## src/flash_status_map.svh

```systemverilog
// Purpose: field positions, opcodes, masks and reset values of the status and latch logic
// Assumes: included by its bare name; definitions only
// Notes:   bit positions are within the 16-bit status word
`ifndef FLASH_STATUS_MAP_SVH
`define FLASH_STATUS_MAP_SVH

// opcodes seen on the serial link
`define OP_WRITE_ENABLE     8'h06
`define OP_WRITE_DISABLE    8'h04
`define OP_VOLATILE_ENABLE  8'h50
`define OP_STATUS_WRITE     8'h01
`define OP_STATUS_READ_LO   8'h05
`define OP_STATUS_READ_HI   8'h35
`define OP_STATUS_READ_01   8'h15
`define OP_PAGE_PROGRAM     8'h02
`define OP_DUAL_PROGRAM     8'hA2
`define OP_QUAD_PROGRAM     8'h32
`define OP_PAGE_CLEAR       8'h81
`define OP_SECTOR_CLEAR     8'h20
`define OP_BLOCK32_CLEAR    8'h52
`define OP_BLOCK64_CLEAR    8'hD8
`define OP_CHIP_CLEAR_A     8'h60
`define OP_CHIP_CLEAR_B     8'hC7
`define OP_SEC_REG_CLEAR    8'h44
`define OP_SEC_REG_PROGRAM  8'h42
`define OP_SUSPEND_A        8'h75
`define OP_SUSPEND_B        8'hB0
`define OP_RESUME_A         8'h7A
`define OP_RESUME_B         8'h30
`define OP_RESET_ENABLE     8'h66
`define OP_RESET            8'h99

// status word field positions
`define BIT_IN_PROGRESS     0
`define BIT_LATCH           1
`define BIT_BP_LO           2
`define BIT_BP_HI           6
`define BIT_LOCK_LO_SRP     7
`define BIT_LOCK_HI_SRP     8
`define BIT_QUAD_ENABLE     9
`define BIT_PROG_SUSP       10
`define BIT_SEC_LOCK_LO     11
`define BIT_SEC_LOCK_HI     13
`define BIT_COMPLEMENT      14
`define BIT_ERASE_SUSP      15

// writable bits, one-time bits, bits kept by a one-byte write (high byte)
`define CFG_MASK            16'h7BFC
`define SEC_LOCK_MASK       16'h3800
`define ONE_BYTE_HI_KEEP    8'h38

// reset value of the stored configuration
`define CFG_RESET           16'h0000

`endif

```

## src/flash_status_pkg.sv

```systemverilog
// Purpose: types shared by the status and latch logic
// Assumes: nothing is imported; users write flash_status_pkg::name
// Notes:   field order matches the status word, bit 15 first
package flash_status_pkg;

	// status word as read by the host
	typedef struct packed {
		logic       erase_suspended_flag;
		logic       protect_complement;
		logic [2:0] security_lock_bits;
		logic       program_suspended_flag;
		logic       quad_enable;
		logic       status_lock_hi;
		logic       status_lock_lo;
		logic [4:0] block_protect_bits;
		logic       write_enable_latch;
		logic       write_in_progress;
	} status_word_s;

	// request to the program and erase engine
	typedef struct packed {
		logic       start;
		logic [7:0] opcode;
	} engine_req_s;

	// link sequencing
	typedef enum logic [1:0] {
		ST_IDLE,
		ST_CMD,
		ST_READ
	} link_state_e;

	// which status read is running
	typedef enum logic [1:0] {
		RD_LO,
		RD_HI,
		RD_01
	} read_sel_e;

endpackage : flash_status_pkg

```

## src/flash_status_write_latch.sv

```systemverilog
// Purpose: status word, write enable latch and status opcodes of a serial multi-I/O flash
// Assumes: SPI mode 0 timing; pins are asynchronous and sampled through three flip-flops
// Notes:   program, erase and suspend engines live outside; they report busy and done here
`include "flash_status_map.svh"
`timescale 1ns/1ns

// Notes on behaviour
// - write disable opcode alone clears latch
// - latch cleared by power-up, writes, reset
// - volatile enable makes next write volatile
// - status reads allowed even while busy
// - 05h gives bits 7-0, 35h 15-8
// - 15h only in quad mode, two bits
// - bit 0 shows program/erase/write busy
// - bit 1 is latch; zero rejects writes
// - block protect bits guard array regions
// - block protect rewritable unless hardware protected
// - chip erase only with no protection
// - lock 00: writable whenever latch set
// - lock 01: pin low refuses writes
// - lock 10: refused until power cycle
// - lock 11: writes refused for ever; code refuses until reset, as for 10
// - quad enable turns pins into data
// - security lock bits one-time, then read-only; code clears them on reset
// - complement bit joins block protect selection
// - suspend sets erase or program flag
// - resume or power cycle clears flags
// - write enable opcode sets the latch
// - status write loads following data bytes
module flash_status_write_latch #(
	parameter int STATUS_WRITE_CYCLES = 5000	// self-timed status write duration
) (
	// clock and reset
	input  wire logic                        SYS_CLK_I,
	input  wire logic                        SYS_RST_I,
	// serial link pins
	input  wire logic                        CS_N_I,
	input  wire logic                        SCLK_I,
	input  wire logic [3:0]                  IO_I,
	output logic      [3:0]                  IO_O,
	output logic      [3:0]                  IO_OE_O,
	// mode from the quad mode logic
	input  wire logic                        QUAD_CMD_MODE_I,
	// program and erase engine
	input  wire logic                        ENGINE_BUSY_I,
	input  wire logic                        ENGINE_ERASING_I,
	input  wire logic                        ENGINE_DONE_I,
	output flash_status_pkg::engine_req_s    ENGINE_REQ_O,
	output logic                             SUSPEND_O,
	output logic                             RESUME_O,
	// registered status word
	output flash_status_pkg::status_word_s   STATUS_O
);

	// pin synchroniser: index 0 cs, 1 sclk, 5:2 io
	logic [5:0] pin_raw;                // raw pins
	logic [5:0] sync1;                  // first stage
	logic [5:0] sync2;                  // second stage
	logic [5:0] sync3;                  // third stage
	logic [5:0] pin_flt;                // agreed level
	logic [5:0] pin_prev;               // agreed level one cycle back

	// link decoding
	flash_status_pkg::link_state_e state;   // link phase
	flash_status_pkg::read_sel_e   rd_sel;  // active read kind
	logic [7:0]  shreg;                 // incoming shift register
	logic [7:0]  next_shreg;            // shift register after this edge
	logic [2:0]  bit_cnt;               // bits of current byte
	logic [2:0]  next_bit_cnt;          // bit count after this edge
	logic [1:0]  nbytes;                // bytes received, saturating
	logic [7:0]  opcode;                // first byte of the frame
	logic [7:0]  wdata_lo;              // first data byte
	logic [7:0]  wdata_hi;              // second data byte
	logic [2:0]  out_pos;               // next bit or nibble to drive
	logic        reset_armed;           // reset enable seen last
	logic        vol_armed;             // volatile enable seen last

	// status storage
	logic [15:0] cfg;                   // stored protect, lock, quad and complement bits
	logic [15:0] pend;                  // value waiting for write completion
	logic        write_enable_latch;    // write enable latch
	logic        sw_busy;               // status write cycle running
	logic [$clog2(STATUS_WRITE_CYCLES+1)-1:0] sw_cnt; // status write timer
	logic        erase_susp;            // erase suspended flag
	logic        prog_susp;             // program suspended flag
	logic [15:0] live;                  // status as seen now
	logic [7:0]  rd_byte;               // byte being read out

	// decoded events
	logic cs_low;                       // frame open
	logic sclk_rise;                    // data sample edge
	logic sclk_fall;                    // data drive edge
	logic cs_rise;                      // frame end
	logic cs_fall;                      // frame start
	logic byte_done;                    // byte complete this edge
	logic aligned;                      // frame ended on byte boundary
	logic cmd_only;                     // frame held opcode only
	logic wp_level;                     // write-protect function level
	logic lock_ok;                      // status lock permits writing
	logic sw_fire;                      // accepted non-volatile status write
	logic vol_fire;                     // accepted volatile status write
	logic enable_fire;                  // accepted write enable
	logic disable_fire;                 // accepted write disable
	logic rst_fire;                     // accepted software reset
	logic is_engine_op;                 // opcode needs the engine
	logic is_chip_clear;                // chip erase opcode
	logic eng_fire;                     // engine start accepted
	logic susp_fire;                    // suspend accepted
	logic res_fire;                     // resume accepted
	logic [15:0] new_word;              // value a status write would load

	assign pin_raw = {IO_I, SCLK_I, CS_N_I};

	// three-stage sampling of every pin
	always_ff @(posedge SYS_CLK_I or posedge SYS_RST_I) begin
		if (SYS_RST_I) begin
			sync1 <= 6'h01;
			sync2 <= 6'h01;
			sync3 <= 6'h01;
		end else begin
			sync1 <= pin_raw;
			sync2 <= sync1;
			sync3 <= sync2;
		end
	end

	// a change counts once stages two and three agree
	generate
		for (genvar gi = 0; gi < 6; gi++) begin : g_filter
			always_ff @(posedge SYS_CLK_I or posedge SYS_RST_I) begin
				if (SYS_RST_I) begin
					pin_flt[gi]  <= (gi == 0);
					pin_prev[gi] <= (gi == 0);
				end else begin
					pin_prev[gi] <= pin_flt[gi];
					if (sync2[gi] == sync3[gi]) begin
						pin_flt[gi] <= sync3[gi];
					end
				end
			end
		end
	endgenerate

	// edges on the agreed levels
	assign cs_low    = !pin_flt[0];
	assign cs_fall   = pin_prev[0] && !pin_flt[0];
	assign cs_rise   = !pin_prev[0] && pin_flt[0];
	assign sclk_rise = cs_low && !pin_prev[1] && pin_flt[1];
	assign sclk_fall = cs_low && pin_prev[1] && !pin_flt[1];

	// shift path: one bit in spi, a nibble in quad mode
	always_comb begin
		if (QUAD_CMD_MODE_I) begin
			next_shreg   = {shreg[3:0], pin_flt[5:2]};
			next_bit_cnt = bit_cnt + 3'h4;
		end else begin
			next_shreg   = {shreg[6:0], pin_flt[2]};
			next_bit_cnt = bit_cnt + 3'h1;
		end
	end

	assign byte_done = sclk_rise && (next_bit_cnt == 3'h0);
	assign aligned   = (bit_cnt == 3'h0);
	assign cmd_only  = aligned && (nbytes == 2'h1);

	// byte assembly and frame bookkeeping
	always_ff @(posedge SYS_CLK_I or posedge SYS_RST_I) begin
		if (SYS_RST_I) begin
			shreg    <= 8'h00;
			bit_cnt  <= 3'h0;
			nbytes   <= 2'h0;
			opcode   <= 8'h00;
			wdata_lo <= 8'h00;
			wdata_hi <= 8'h00;
		end else if (cs_fall) begin
			bit_cnt <= 3'h0;
			nbytes  <= 2'h0;
		end else if (sclk_rise) begin
			shreg   <= next_shreg;
			bit_cnt <= next_bit_cnt;
			if (byte_done) begin
				if (nbytes == 2'h0) begin
					opcode <= next_shreg;
				end else if (nbytes == 2'h1) begin
					wdata_lo <= next_shreg;
				end else if (nbytes == 2'h2) begin
					wdata_hi <= next_shreg;
				end
				if (nbytes != 2'h3) begin
					nbytes <= nbytes + 2'h1;
				end
			end
		end
	end

	// link phase and read selection
	always_ff @(posedge SYS_CLK_I or posedge SYS_RST_I) begin
		if (SYS_RST_I) begin
			state  <= flash_status_pkg::ST_IDLE;
			rd_sel <= flash_status_pkg::RD_LO;
		end else begin
			case (state)
				flash_status_pkg::ST_IDLE: begin
					if (cs_fall) begin
						state <= flash_status_pkg::ST_CMD;
					end
				end
				flash_status_pkg::ST_CMD: begin
					if (cs_rise) begin
						state <= flash_status_pkg::ST_IDLE;
					end else if (byte_done && nbytes == 2'h0) begin
						// reads are honoured whatever the busy state
						if (next_shreg == `OP_STATUS_READ_LO) begin
							state  <= flash_status_pkg::ST_READ;
							rd_sel <= flash_status_pkg::RD_LO;
						end else if (next_shreg == `OP_STATUS_READ_HI) begin
							state  <= flash_status_pkg::ST_READ;
							rd_sel <= flash_status_pkg::RD_HI;
						end else if (next_shreg == `OP_STATUS_READ_01 && QUAD_CMD_MODE_I) begin
							state  <= flash_status_pkg::ST_READ;
							rd_sel <= flash_status_pkg::RD_01;
						end
					end
				end
				flash_status_pkg::ST_READ: begin
					if (cs_rise) begin
						state <= flash_status_pkg::ST_IDLE;
					end
				end
				default: begin
					state <= flash_status_pkg::ST_IDLE;
				end
			endcase
		end
	end

	// live status word
	assign live = cfg
		| {erase_susp, 4'h0, prog_susp, 8'h00, write_enable_latch, sw_busy | ENGINE_BUSY_I};
	assign rd_byte = (rd_sel == flash_status_pkg::RD_HI) ? live[15:8] : live[7:0];

	// read-out on falling edges, msb first, repeating
	always_ff @(posedge SYS_CLK_I or posedge SYS_RST_I) begin
		if (SYS_RST_I) begin
			IO_O    <= 4'h0;
			IO_OE_O <= 4'h0;
			out_pos <= 3'h7;
		end else if (state != flash_status_pkg::ST_READ || cs_rise) begin
			IO_OE_O <= 4'h0;
			out_pos <= (rd_sel == flash_status_pkg::RD_01 || byte_done) ? 3'h1 : 3'h7;
			if (byte_done && next_shreg != `OP_STATUS_READ_01) begin
				out_pos <= 3'h7;
			end
		end else if (sclk_fall) begin
			case (rd_sel)
				flash_status_pkg::RD_01: begin
					IO_O[0]    <= out_pos[0] ? live[`BIT_LATCH] : live[`BIT_IN_PROGRESS];
					IO_OE_O    <= 4'h1;
					out_pos    <= {2'h0, ~out_pos[0]};
				end
				default: begin
					if (QUAD_CMD_MODE_I) begin
						IO_O    <= out_pos[2] ? rd_byte[7:4] : rd_byte[3:0];
						IO_OE_O <= 4'hF;
						out_pos <= out_pos - 3'h4;
					end else begin
						IO_O[1] <= rd_byte[out_pos];
						IO_OE_O <= 4'h2;
						out_pos <= out_pos - 3'h1;
					end
				end
			endcase
		end
	end

	// write-protect pin only acts while the quad enable bit is clear
	assign wp_level = cfg[`BIT_QUAD_ENABLE] ? 1'b1 : pin_flt[4];

	// status lock modes
	always_comb begin
		case ({cfg[`BIT_LOCK_HI_SRP], cfg[`BIT_LOCK_LO_SRP]})
			2'b00:   lock_ok = 1'b1;
			2'b01:   lock_ok = wp_level;
			2'b10:   lock_ok = 1'b0;
			default: lock_ok = 1'b0;
		endcase
	end

	// value loaded by a one- or two-byte status write
	always_comb begin
		if (nbytes == 2'h2) begin
			new_word = {cfg[15:8] & `ONE_BYTE_HI_KEEP, wdata_lo};
		end else begin
			new_word = {wdata_hi, wdata_lo};
		end
		new_word = (new_word & `CFG_MASK) | (cfg & `SEC_LOCK_MASK);
	end

	// frame-end command decisions
	assign is_chip_clear = (opcode == `OP_CHIP_CLEAR_A) || (opcode == `OP_CHIP_CLEAR_B);
	assign is_engine_op  = is_chip_clear
		|| opcode == `OP_PAGE_PROGRAM || opcode == `OP_DUAL_PROGRAM
		|| opcode == `OP_QUAD_PROGRAM || opcode == `OP_PAGE_CLEAR
		|| opcode == `OP_SECTOR_CLEAR || opcode == `OP_BLOCK32_CLEAR
		|| opcode == `OP_BLOCK64_CLEAR || opcode == `OP_SEC_REG_CLEAR
		|| opcode == `OP_SEC_REG_PROGRAM;
	assign enable_fire  = cs_rise && cmd_only && opcode == `OP_WRITE_ENABLE;
	assign disable_fire = cs_rise && cmd_only && opcode == `OP_WRITE_DISABLE;
	assign rst_fire  = cs_rise && cmd_only && opcode == `OP_RESET && reset_armed;
	assign sw_fire   = cs_rise && aligned && opcode == `OP_STATUS_WRITE
		&& (nbytes == 2'h2 || nbytes == 2'h3) && !vol_armed
		&& write_enable_latch && !sw_busy && !ENGINE_BUSY_I && lock_ok;
	assign vol_fire  = cs_rise && aligned && opcode == `OP_STATUS_WRITE
		&& (nbytes == 2'h2 || nbytes == 2'h3) && vol_armed
		&& !sw_busy && !ENGINE_BUSY_I && lock_ok;
	assign eng_fire  = cs_rise && aligned && is_engine_op && write_enable_latch
		&& !sw_busy && !ENGINE_BUSY_I
		&& !(is_chip_clear && cfg[`BIT_BP_HI:`BIT_BP_LO] != 5'h00);
	assign susp_fire = cs_rise && cmd_only && ENGINE_BUSY_I
		&& (opcode == `OP_SUSPEND_A || opcode == `OP_SUSPEND_B);
	assign res_fire  = cs_rise && cmd_only
		&& (opcode == `OP_RESUME_A || opcode == `OP_RESUME_B);

	// one-shot arming by the preceding frame
	always_ff @(posedge SYS_CLK_I or posedge SYS_RST_I) begin
		if (SYS_RST_I) begin
			vol_armed   <= 1'b0;
			reset_armed <= 1'b0;
		end else if (cs_rise && aligned && nbytes != 2'h0) begin
			vol_armed   <= cmd_only && opcode == `OP_VOLATILE_ENABLE;
			reset_armed <= cmd_only && opcode == `OP_RESET_ENABLE;
		end
	end

	// write enable latch: a set in the same cycle as a clear wins
	always_ff @(posedge SYS_CLK_I or posedge SYS_RST_I) begin
		if (SYS_RST_I) begin
			write_enable_latch <= 1'b0;
		end else if (enable_fire) begin
			write_enable_latch <= 1'b1;
		end else if (disable_fire || rst_fire || ENGINE_DONE_I) begin
			write_enable_latch <= 1'b0;
		end else if (sw_busy && sw_cnt == '0) begin
			write_enable_latch <= 1'b0;
		end
	end

	// status storage and the self-timed status write
	always_ff @(posedge SYS_CLK_I or posedge SYS_RST_I) begin
		if (SYS_RST_I) begin
			cfg     <= `CFG_RESET;
			pend    <= `CFG_RESET;
			sw_busy <= 1'b0;
			sw_cnt  <= '0;
		end else if (sw_fire) begin
			pend    <= new_word;
			sw_busy <= 1'b1;
			sw_cnt  <= ($clog2(STATUS_WRITE_CYCLES+1))'(STATUS_WRITE_CYCLES - 1);
		end else if (vol_fire) begin
			cfg <= new_word;
		end else if (sw_busy) begin
			if (sw_cnt == '0) begin
				cfg     <= pend;
				sw_busy <= 1'b0;
			end else begin
				sw_cnt <= sw_cnt - 1'b1;
			end
		end
	end

	// suspend flags
	always_ff @(posedge SYS_CLK_I or posedge SYS_RST_I) begin
		if (SYS_RST_I) begin
			erase_susp <= 1'b0;
			prog_susp  <= 1'b0;
		end else if (susp_fire) begin
			erase_susp <= erase_susp | ENGINE_ERASING_I;
			prog_susp  <= prog_susp | !ENGINE_ERASING_I;
		end else if (res_fire) begin
			erase_susp <= 1'b0;
			prog_susp  <= 1'b0;
		end
	end

	// engine requests and registered status
	always_ff @(posedge SYS_CLK_I or posedge SYS_RST_I) begin
		if (SYS_RST_I) begin
			ENGINE_REQ_O <= '0;
			SUSPEND_O    <= 1'b0;
			RESUME_O     <= 1'b0;
			STATUS_O     <= '0;
		end else begin
			ENGINE_REQ_O.start <= eng_fire;
			if (eng_fire) begin
				ENGINE_REQ_O.opcode <= opcode;
			end
			SUSPEND_O <= susp_fire;
			RESUME_O  <= res_fire;
			STATUS_O  <= live;
		end
	end

	logic [15:0] cfg_prev;	// configuration one cycle back
	always_ff @(posedge SYS_CLK_I or posedge SYS_RST_I) begin
		if (SYS_RST_I) begin
			cfg_prev <= `CFG_RESET;
		end else begin
			cfg_prev <= cfg;
		end
	end
endmodule : flash_status_write_latch

```

## config.mk

```make
export PLATFORM = sky130hd
export DESIGN_NAME = flash_status_write_latch
export DESIGN_NICKNAME = d
export VERILOG_FILES = /design/src/flash_status_pkg.sv /design/src/flash_status_write_latch.sv
export VERILOG_INCLUDE_DIRS = /design/src
export SDC_FILE = /design/constraint.sdc
export NUM_CORES = 1
export LEC_CHECK = 0
export BUFFER_PORTS_ARGS = -buffer_cell sky130_fd_sc_hd__buf_2
export CORE_MARGIN = 2
export CORE_UTILIZATION = 50
export DETAILED_ROUTE_END_ITERATION = 6
export GPL_TIMING_DRIVEN = 0
export HOLD_SLACK_MARGIN = 0.15
export PLACE_DENSITY = 0.68
export REMOVE_ABC_BUFFERS = 1
export SKIP_CTS_REPAIR_TIMING = 1
export SYNTH_ARGS = -nofsm -noshare
export SYNTH_HDL_FRONTEND = slang
export SYNTH_SLANG_ARGS = --single-unit
```

## constraint.sdc

```tcl
create_clock -name SYS_CLK_I -period 12.8 [get_ports SYS_CLK_I]
set_input_delay 1.28 -clock SYS_CLK_I [delete_from_list [all_inputs] [get_ports SYS_CLK_I]]
set_output_delay 1.28 -clock SYS_CLK_I [all_outputs]
set_load 0.02 [all_outputs]
```

==> flow_metrics.tcl, run 1 <==
set metrics [dict create \
    status "finished, final reports clean" \
    synth-seq-cells 142 \
    dpl.hpwl_um 8780 \
    finalSetupViolCount 0 \
    p_leak_nw 3.21 \
    timing.fmax_mhz 315 \
    start_util_pct 50.7 \
    core-area_um2 12500 \
    peakVddDrop_mv 0.0920 \
    rows 41 \
    drive_gt1_share_pct 20.6 \
    die_w_um 117 \
    worstReg2RegEnd "cfg[8]$_DFFE_PP0P_" \
    grt_pass1_wl_um 21500 \
    multi_input_area_um2 2600 \
    rsz0062_at_grt "false" \
    gr-usage-all-layers_pct 21.0 \
    whs_path_depth 0 \
    dr.pass1.iters 4 \
    ant_nets 0 \
    vias_per_cell 5.42 \
    min_to "sync2[4]$_DFF_PP0_" \
    setup_tns_ns 0 \
    power.total_mw 1.12 \
    die_h_um 117 \
    maxSlewViolCount 0 \
    regArea_um2 3560 \
    hold_start "sync1[4]$_DFF_PP0_" \
    post-route-util_pct 58.7 \
    h-tree-depth 4 \
    synth_top_area_share_pct 52.9 \
    dieArea_um2 13600 \
    vias 4194 \
    crit_fanout 25 \
    ys_seq_area_share_pct 56.2 \
    worst_ep_arrival_time_ns 3.47 \
    finClkSkew_ns 0.00528 \
    holdWs_ns 0.346 \
    nets 611 \
    period_needed_ns 3.17 \
    ys.flop_type "dfrtp_1" \
    wl_um 13000 \
    timing.final.crit_share_pct 24.8 \
    synthToLayoutAreaGrowth_pct 15.8 \
    cts-root-buf "clkbuf_16" \
    cts_buffer_depth 2 \
    clock_latency_ns 0.42 \
    cts.sinks 142 \
    fillers 1078 \
    netlist_instances 547 \
    grt.overflow.total 0 \
    finalHoldViolCount 0 \
    drc 0 \
    crit_path_end_kind "register" \
    postPlaceCellArea_um2 6730 \
    ys_types 62 \
    drt_first_iter_violations 385 \
    reg2regPathDepth 7 \
    io_pins 47 \
    path_class "in2reg" \
    grt_pass1_vias 4269 \
    cts_tree "yes" \
    cts.clk_slew.worst_paths_ns 0.05 \
    hold_path_class "reg2reg" \
    reg2reg_slack_ns 10.00 \
    r2r_start "sw_cnt[0]$_DFFE_PP0P_" \
    p_per_area_nw_per_um2 152 \
    numCtsBuffers 17 \
    synth_top_area_cell "dfrtp_1" \
    syn_area_per_cell_um2 11.6 \
    maxCapViolCount 0 \
    io_buffer_count 46 \
    startpoint_type "input port" \
    synth-edff-count 0 \
    antenna_found_initial 0 \
    grt_max_degree 105 \
    synth_area_leaders "dfrtp_1 53%, mux2i_1 4.4%, mux2_2 4.1%, dfstp_2 3.3%, nand2_1 2.6%" \
    synth_area_um2 6340 \
    fin_area_um2 7340 \
    required_ns 13.10 \
    globalplace.congestion 0.801 \
    worst_pin_slew_ns 1.09 \
    yosysWarnings 0 \
    max-slew-margin-rel_pct 27.2 \
    routedWlPerCell_um 16.8 \
    antenna_cells 0 \
    async_reset_ff_share_pct 100 \
]
critical path, cell delays in order:
cell and delay (ns):
buf_2 0.39, mux2_2 0.45, a2111oi_4 0.42, nand4_1 0.19, or3_1 0.40, mux2_1 0.33
per-stage QoR:
stage,std cells,worst slack [ns]
after floorplan,523,7.72
after global placement,741,6.28
after detailed placement,743,9.20
after CTS,774,9.64
after global routing,774,9.53
final,774,9.63
metal layers:
| metal | wire, µm | GRT usage (%) |
|---|---|---|
| met2 | 6510 | 34.1 |
| met4 | 188 | 8.00 |
| met3 | 479 | 5.35 |
| met5 | 0 | 0 |
| met1 | 5820 | 27.3 |
how the worst max path moves through the flow:
stage               cells past startpoint                          end             from
detailed placement                      6        rd_sel[1]$_DFFE_PP0P_  QUAD_CMD_MODE_I
CTS                                     6        rd_sel[1]$_DFFE_PP0P_  QUAD_CMD_MODE_I
global placement                        2  ENGINE_REQ_O[2]$_DFFE_PP0P_        SYS_RST_I
global route                            6        rd_sel[1]$_DFFE_PP0P_  QUAD_CMD_MODE_I
floorplan                               1  ENGINE_REQ_O[0]$_DFFE_PP0P_        SYS_RST_I
finish                                  6        rd_sel[1]$_DFFE_PP0P_  QUAD_CMD_MODE_I
Yosys cell counts (2+ instances only):
cell type / instances
or3_1: 5
nor4_1: 6
nor2_1: 42
nand4b_1: 4
xor2_1: 7
o21bai_1: 2
dfrtp_1: 134
ha_1: 9
nor2b_1: 10
mux4_2: 4
mux2_2: 23
a22oi_1: 2
o31ai_1: 4
a2111oi_4: 2
nor3b_1: 7
nand2_1: 44
o21a_1: 2
nor3_1: 14
o21ai_1: 3
nand4_1: 6
xnor2_1: 9
o211ai_1: 2
inv_1: 22
buf_2: 7
a21o_1: 2
nor4b_1: 4
mux2_4: 2
clkbuf_1: 15
a21oi_1: 30
a211o_1: 3
nand2b_1: 7
maj3_1: 6
and3_1: 4
o21ai_0: 19
and4b_1: 3
mux2i_1: 28
or4_1: 2
nand3_1: 16
dfstp_2: 8
mux2_1: 6
layout by cell type, fill, tap and decap left out, types with 5 or more instances in the layout:
cell       Yosys  layout
nand4_1        6       6
o21ai_0       19      19
nand2_1       44      44
maj3_1         6       6
nor2_1        42      42
dfstp_2        8       8
buf_2          7      46
inv_1         22      21
a21oi_1       30      30
mux2_2        23      23
ha_1           9       9
xor2_1         7       7
nand2b_1       7       7
nor2b_1       10      10
clkbuf_8       0       5
mux2_1         6       6
nor4_1         6       6
nor3_1        14      12
dfrtp_1      134     134
nor3b_1        7       7
nand3_1       16      16
or3_1          5       5
mux2i_1       28      28
clkbuf_16      0      17
xnor2_1        9       9
power by group:
part           switching (mW)  internal (mW)
sequential             0.0327          0.474
clock                   0.176          0.331
combinational          0.0636         0.0428
layout make-up:
cell class	instances	share of cell area, %
flip-flops and latches	142	48.5
multi-input cells	359	35.4
clock buffers	26	6.93
repair buffers	48	3.66
well taps	172	2.93
clock inverters	5	1.40
inverters	22	1.19
registers in the layout, summed over array words and instances (netlist names), 3 cells and up:
register / flops
ENGINE_REQ_O: 9
IO_O: 4
IO_OE_O: 3
STATUS_O: 16
bit_cnt: 3
cfg: 12
opcode: 8
out_pos: 3
pend: 12
pin_flt: 6
shreg: 7
sw_cnt: 13
sync1: 6
sync2: 6
sync3: 6
wdata_hi: 6
wdata_lo: 6
cells by family after synthesis:
family | Yosys count | share of synthesized area (%)
AO/OA/AOI/OAI | 80 | 8.52
XOR/XNOR | 16 | 2.21
adder cells (fa/ha/maj) | 15 | 2.72
buffers and inverters | 46 | 3.04
flip-flops | 142 | 56.2
multiplexers | 63 | 11.5
AND/OR/NAND/NOR | 185 | 15.9
Note: power is estimated with default switching activity, not from simulation.
==> inputs of run 2 (changes only) <==
clock period = 3.1 ns   (was 12.8 ns; I/O delays follow)
==> run 2 against run 1 <==
Compared with the run above:
- clock power rose to 4.1 times the previous value
- non-clock buffer count up 8
- via count up 0.52%
- worst hold slack worse by 0.19 ns
- wire length up 1.0%
- critical path type is now reg2reg
- largest power group is now registers
- highest routed layer unchanged
==> flow_metrics.tcl, run 2 (synthesis gave the netlist of run 1 again) <==
set metrics [dict create \
    status "finished, final reports clean" \
    core-area_um2 12500 \
    timing.fmax_mhz 376 \
    crit_path_end_kind "register" \
    most-common-layout-cells "134 x dfrtp_1, 46 x buf_2, 44 x nand2_1" \
    worstReg2RegEnd "pend[5]$_DFFE_PP0P_" \
    slowest_stage "or4_4" \
    reg2reg_slack_ns 0.44 \
    max-slew-margin-rel_pct 28.6 \
    finalSetupViolCount 0 \
    drive_gt1_share_pct 20.5 \
    intPower_mw 3.51 \
    finalNonFillerCells 782 \
    drc 0 \
    peakVddDrop_mv 0.380 \
    timing.final.crit_share_pct 85.7 \
    grt_pass1_wl_um 21500 \
    clock_latency_ns 0.42 \
    cts_tree "yes" \
    fillers 1063 \
    grt.overflow.total 0 \
    die_h_um 117 \
    die_w_um 117 \
    final_common_cell "dfrtp_1" \
    worst_pin_slew_ns 1.07 \
    finalHoldViolCount 0 \
    p_sw_mw 1.13 \
    wl_um 13100 \
    ant_nets 0 \
    p_per_area_nw_per_um2 623 \
    maxSlewViolCount 0 \
    dp_cells 743 \
    hold_start "ENGINE_ERASING_I" \
    period_needed_ns 2.66 \
    path_class "reg2reg" \
    drt_first_iter_violations 360 \
    startpoint_type "register" \
    cpPeakStageDelay_ns 0.65 \
    hold_path_class "in2reg" \
    numCtsBuffers 17 \
    largest_reg_flops 16 \
    reg2regPathDepth 4 \
    nets 619 \
    cp_num_buf_inv 0 \
    dr.pass1.iters 4 \
    p_leak_nw 3.25 \
    whs_path_depth 3 \
    rows 41 \
    crit_cells 4 \
    io_buffer_count 46 \
    routedWlPerCell_um 16.8 \
    antenna_found_initial 0 \
    grtUsageMet2_pct 34.1 \
    grt-busiest-layer "met2" \
    finClkSkew_ns 0.00621 \
    gr-usage-all-layers_pct 21.0 \
    largest_registers "STATUS_O: 16 flops, sw_cnt: 13 flops" \
    maxCapViolCount 0 \
    io_pins 47 \
    sw_frac_of_total_pct 24.3 \
    crit_chain "or4_4, a211o_1, or3_1, mux2_1" \
    cts.sinks 142 \
    regMostFlops "STATUS_O" \
    dpl.hpwl_um 8780 \
    synthToLayoutAreaGrowth_pct 17.2 \
    grt_pass1_vias 4269 \
    path_delay_family "simple AND/OR/NAND/NOR gates" \
    p_clk_share_pct 45.2 \
    use_met1_pct 27.3 \
    required_ns 3.40 \
    combinationalPowerShare_pct 9.6 \
    cts-root-buf "clkbuf_16" \
    antenna_cells 0 \
    vias_per_cell 5.39 \
    cts_buffer_depth 2 \
    min_to "erase_susp$_DFFE_PP0P_" \
    r2r_start "opcode[4]$_DFFE_PP0P_" \
    cts.clk_slew.worst_paths_ns 0.06 \
    worst_ep_arrival_time_ns 2.95 \
    globalplace.congestion 0.801 \
    post-route-util_pct 59.4 \
    rsz0062_at_grt "false" \
    dieArea_um2 13600 \
    vias 4216 \
    h-tree-depth 4 \
    start_util_pct 50.7 \
    seqPwrFrac_pct 45.2 \
    grt_max_degree 105 \
    crit_fanout 14 \
    met3_usage_pct 5.35 \
]
run 2: changes by cell type in the layout (fill, tap and decap cells not counted), sizes merged:
cell and delta:
buf +1, dlygate4sd3 +7
run 2: through the flow:
| step | power [mW] | TNS [ns] | cell area [µm²] | setup WS, ns | hold slack (ns) |
|---|---|---|---|---|---|
| 5_1_grt | 4.82 | 0 | 7430 | 0.292 | 0.186 |
| 4_1_cts | 4.66 | 0 | 7340 | 0.273 | -0.111 |
| 6_report | 4.63 | 0 | 7430 | 0.444 | 0.156 |
| 3_5_place_dp | 2.56 | 0 | 6730 | 0.290 | 0.335 |
| 2_1_floorplan | 2.40 | -134.85 | 6230 | -1.01 | 0.314 |
| 3_3_place_gp | 2.53 | -335.67 | 6680 | -2.45 | 0.333 |
run 2: worst max-delay path by stage:
stage | slack (ns) | startpoint | endpoint
finish | 0.44 | opcode[4]$_DFFE_PP0P_ | pend[5]$_DFFE_PP0P_
global placement | -2.45 | SYS_RST_I | ENGINE_REQ_O[2]$_DFFE_PP0P_
CTS | 0.27 | sw_cnt[0]$_DFFE_PP0P_ | cfg[8]$_DFFE_PP0P_
floorplan | -1.01 | SYS_RST_I | ENGINE_REQ_O[0]$_DFFE_PP0P_
global route | 0.29 | bit_cnt[0]$_DFFE_PP0P_ | cfg[5]$_DFFE_PP0P_
detailed placement | 0.29 | sw_cnt[0]$_DFFE_PP0P_ | cfg[8]$_DFFE_PP0P_
run 2: final cells by class:
cell class | instances | area (µm²) | area share [%]
multi-input combinational | 359 | 2600 | 34.9
clock inverter | 5 | 103 | 1.38
tap | 172 | 215 | 2.90
inverter | 22 | 87.6 | 1.18
timing repair buffer | 56 | 359 | 4.83
clock buffer | 26 | 509 | 6.85
sequential | 142 | 3560 | 47.9
run 2: worst min-delay path, delay by kind of cell:
family          cells  cell delay [ns]
compound gates      1             0.06
simple gates        1             0.08
buf+inv             1             0.09
run 2: per-layer routing:
| layer | wire [µm] | up-vias |
|---|---|---|
| met3 | 443 | 17 |
| met5 | 0 | - |
| met4 | 176 | 0 |
| met1 | 5990 | 2088 |
| met2 | 6530 | 77 |
| li1 | - | 2034 |
run 2: power by group through the flow:
stage | Combinational, mW | Clock (mW) | Sequential [mW]
floorplan | 0.312 | 0 | 2.08
global placement | 0.423 | 0 | 2.11
detailed placement | 0.442 | 0 | 2.12
CTS | 0.445 | 2.13 | 2.09
global route | 0.497 | 2.22 | 2.11
finish | 0.447 | 2.09 | 2.09
==> inputs of run 3 (changes only) <==
CELL_PAD_IN_SITES_DETAIL_PLACEMENT = 1   (was not set)
CELL_PAD_IN_SITES_GLOBAL_PLACEMENT = 1   (was not set)
CORE_UTILIZATION = 48   (was 50)
PLACE_DENSITY = not set   (was 0.68)
PLACE_DENSITY_LB_ADDON = 0.1   (was not set)
TNS_END_PERCENT = 100   (was not set)
==> run 3 against run 2 <==
Compared with the run above:
- maximum frequency decreased by 0.72%
- worst hold slack got worse by 0.0010 ns
- sequential share of layout area increased by 0.12 points
- cell count increased by 0.13%
- sequential power about the same
- wire length increased by 15%
- flip-flop and latch count unchanged
- largest power group unchanged
==> flow_metrics.tcl, run 3 (synthesis gave the netlist of run 1 again) <==
set metrics [dict create \
    status "finished, final reports clean" \
    maxSlewViolCount 0 \
    finalSetupViolCount 0 \
    combinationalPowerShare_pct 10.0 \
    most-common-layout-cells "134 x dfrtp_1, 46 x buf_2, 44 x nand2_1" \
    finClkSkew_ns 0.00759 \
    grt.overflow.total 0 \
    startpoint_type "register" \
    fin_area_um2 7410 \
    worst_ep_arrival_time_ns 2.98 \
    drt_first_iter_violations 259 \
    largest_reg_flops 16 \
    slowest_stage "or4_4" \
    intPower_mw 3.42 \
    finalHoldViolCount 0 \
    path_class "reg2reg" \
    power.total_mw 4.61 \
    seqPwrFrac_pct 45.5 \
    path_delay_family "simple AND/OR/NAND/NOR gates" \
    vias_per_cell 5.65 \
    drc 0 \
    dieArea_um2 14100 \
    cp_num_buf_inv 1 \
    timing.final.crit_share_pct 86.3 \
    crit_path_end_kind "register" \
    numCtsBuffers 17 \
    worst_pin_slew_ns 1.14 \
    sw_frac_of_total_pct 25.7 \
    vias 4421 \
    ant_nets 0 \
    die_h_um 119 \
    antenna_found_initial 0 \
    peakVddDrop_mv 0.424 \
    nets 619 \
    post-route-util_pct 58.0 \
    dr.pass1.iters 4 \
    routedWlPerCell_um 19.2 \
    cts_buffer_depth 2 \
    io_pins 47 \
    grt_max_degree 100 \
    p_per_area_nw_per_um2 622 \
    gr-usage-all-layers_pct 22.9 \
    drive_gt1_share_pct 20.6 \
    p_clk_share_pct 44.5 \
    p_leak_nw 3.25 \
    synthToLayoutAreaGrowth_pct 16.9 \
    timing.fmax_mhz 374 \
    wl_um 15100 \
    cts.sinks 142 \
    max-slew-margin-rel_pct 24.2 \
    postPlaceCellArea_um2 6730 \
    rows 41 \
    final_common_cell "dfrtp_1" \
    grt_pass1_wl_um 25200 \
    largest_registers "STATUS_O: 16 flops, sw_cnt: 13 flops" \
    dp_cells 743 \
    regMostFlops "STATUS_O" \
    cpPeakStageDelay_ns 0.61 \
    die_w_um 119 \
    start_util_pct 49.7 \
    antenna_cells 0 \
    clock_latency_ns 0.42 \
    cts.clk_slew.worst_paths_ns 0.06 \
    rsz0062_at_grt "false" \
    h-tree-depth 4 \
    crit_chain "or4_4, a211o_1, nor3_2, buf_6, mux2_2" \
    period_needed_ns 2.68 \
    dpl.hpwl_um 10100 \
    maxCapViolCount 0 \
    cts-root-buf "clkbuf_16" \
    hold_path_class "in2reg" \
    io_buffer_count 46 \
    crit_fanout 15 \
    cts_tree "yes" \
    finalNonFillerCells 783 \
    p_sw_mw 1.19 \
    core-area_um2 12800 \
    globalplace.congestion 0.819 \
    required_ns 3.41 \
    grt_pass1_vias 4798 \
]
==> run 3: cell count changes in the layout (fill, tap and decap cells not counted) <==
| cell | before | now |
|---|---|---|
| clkbuf_8 | 5 | 1 |
| clkinv_2 | 1 | 3 |
| clkinv_4 | 0 | 3 |
==> run 3: worst min-delay path, delay by kind of cell <==
| family | cells | cell delay (ns) |
|---|---|---|
| AND/OR/NAND/NOR | 1 | 0.08 |
| buffers and inverters | 1 | 0.09 |
| AO/OA/AOI/OAI | 1 | 0.06 |
==> run 3: layer usage <==
layer  GRT usage, %  vias to the layer above  share of wire (%)
met3           4.41                       21                2.8
li1               -                     2036                  -
met2           38.1                       72                 50
met5              0                        -                  0
met4           9.30                        0                2.0
met1           29.6                     2292                 46
==> run 3: path summary, 6_finish.rpt <==
kind,startpoint,to,slack (ns),cells past startpoint
worst max register to register,opcode[6]$_DFFE_PP0P_,pend[8]$_DFFE_PP0P_,0.42,5
worst min register to register,sync1[5]$_DFF_PP0_,sync2[5]$_DFF_PP0_,0.35,0
min in group asynchronous,SYS_RST_I,sync3[4]$_DFF_PP0_,0.45,3
worst max-delay path,opcode[6]$_DFFE_PP0P_,pend[8]$_DFFE_PP0P_,0.42,5
max in group asynchronous,SYS_RST_I,out_pos[2]$_DFFE_PP1P_,1.83,4
worst min-delay path,ENGINE_ERASING_I,erase_susp$_DFFE_PP0P_,0.16,3
==> run 3: per-stage QoR <==
stage          setup TNS [ns]  setup slack [ns]  hold slack, ns
2_1_floorplan         -134.85             -1.01           0.314
3_5_place_dp                0             0.223           0.339
4_1_cts                     0             0.147         -0.0942
6_report                    0             0.424           0.155
5_1_grt                     0             0.187           0.153
3_3_place_gp          -344.86             -2.49           0.332
==> run 3: final cells by class <==
cell class | instances | area, µm²
clock inverters | 10 | 139
inverters | 22 | 87.6
well taps | 172 | 215
repair buffers | 56 | 359
multi-input cells | 359 | 2600
fillers | 1331 | 5360
clock buffers | 22 | 454
flip-flops and latches | 142 | 3560
==> run 3: power by group through the flow <==
stage                     sequential (mW)  clock (mW)  combinational [mW]
final                                2.10        2.05               0.459
after global routing                 2.11        2.16               0.515
after CTS                            2.10        2.09               0.462
after detailed placement             2.13           0               0.456
after global placement               2.12           0               0.435
after floorplan                      2.08           0               0.312
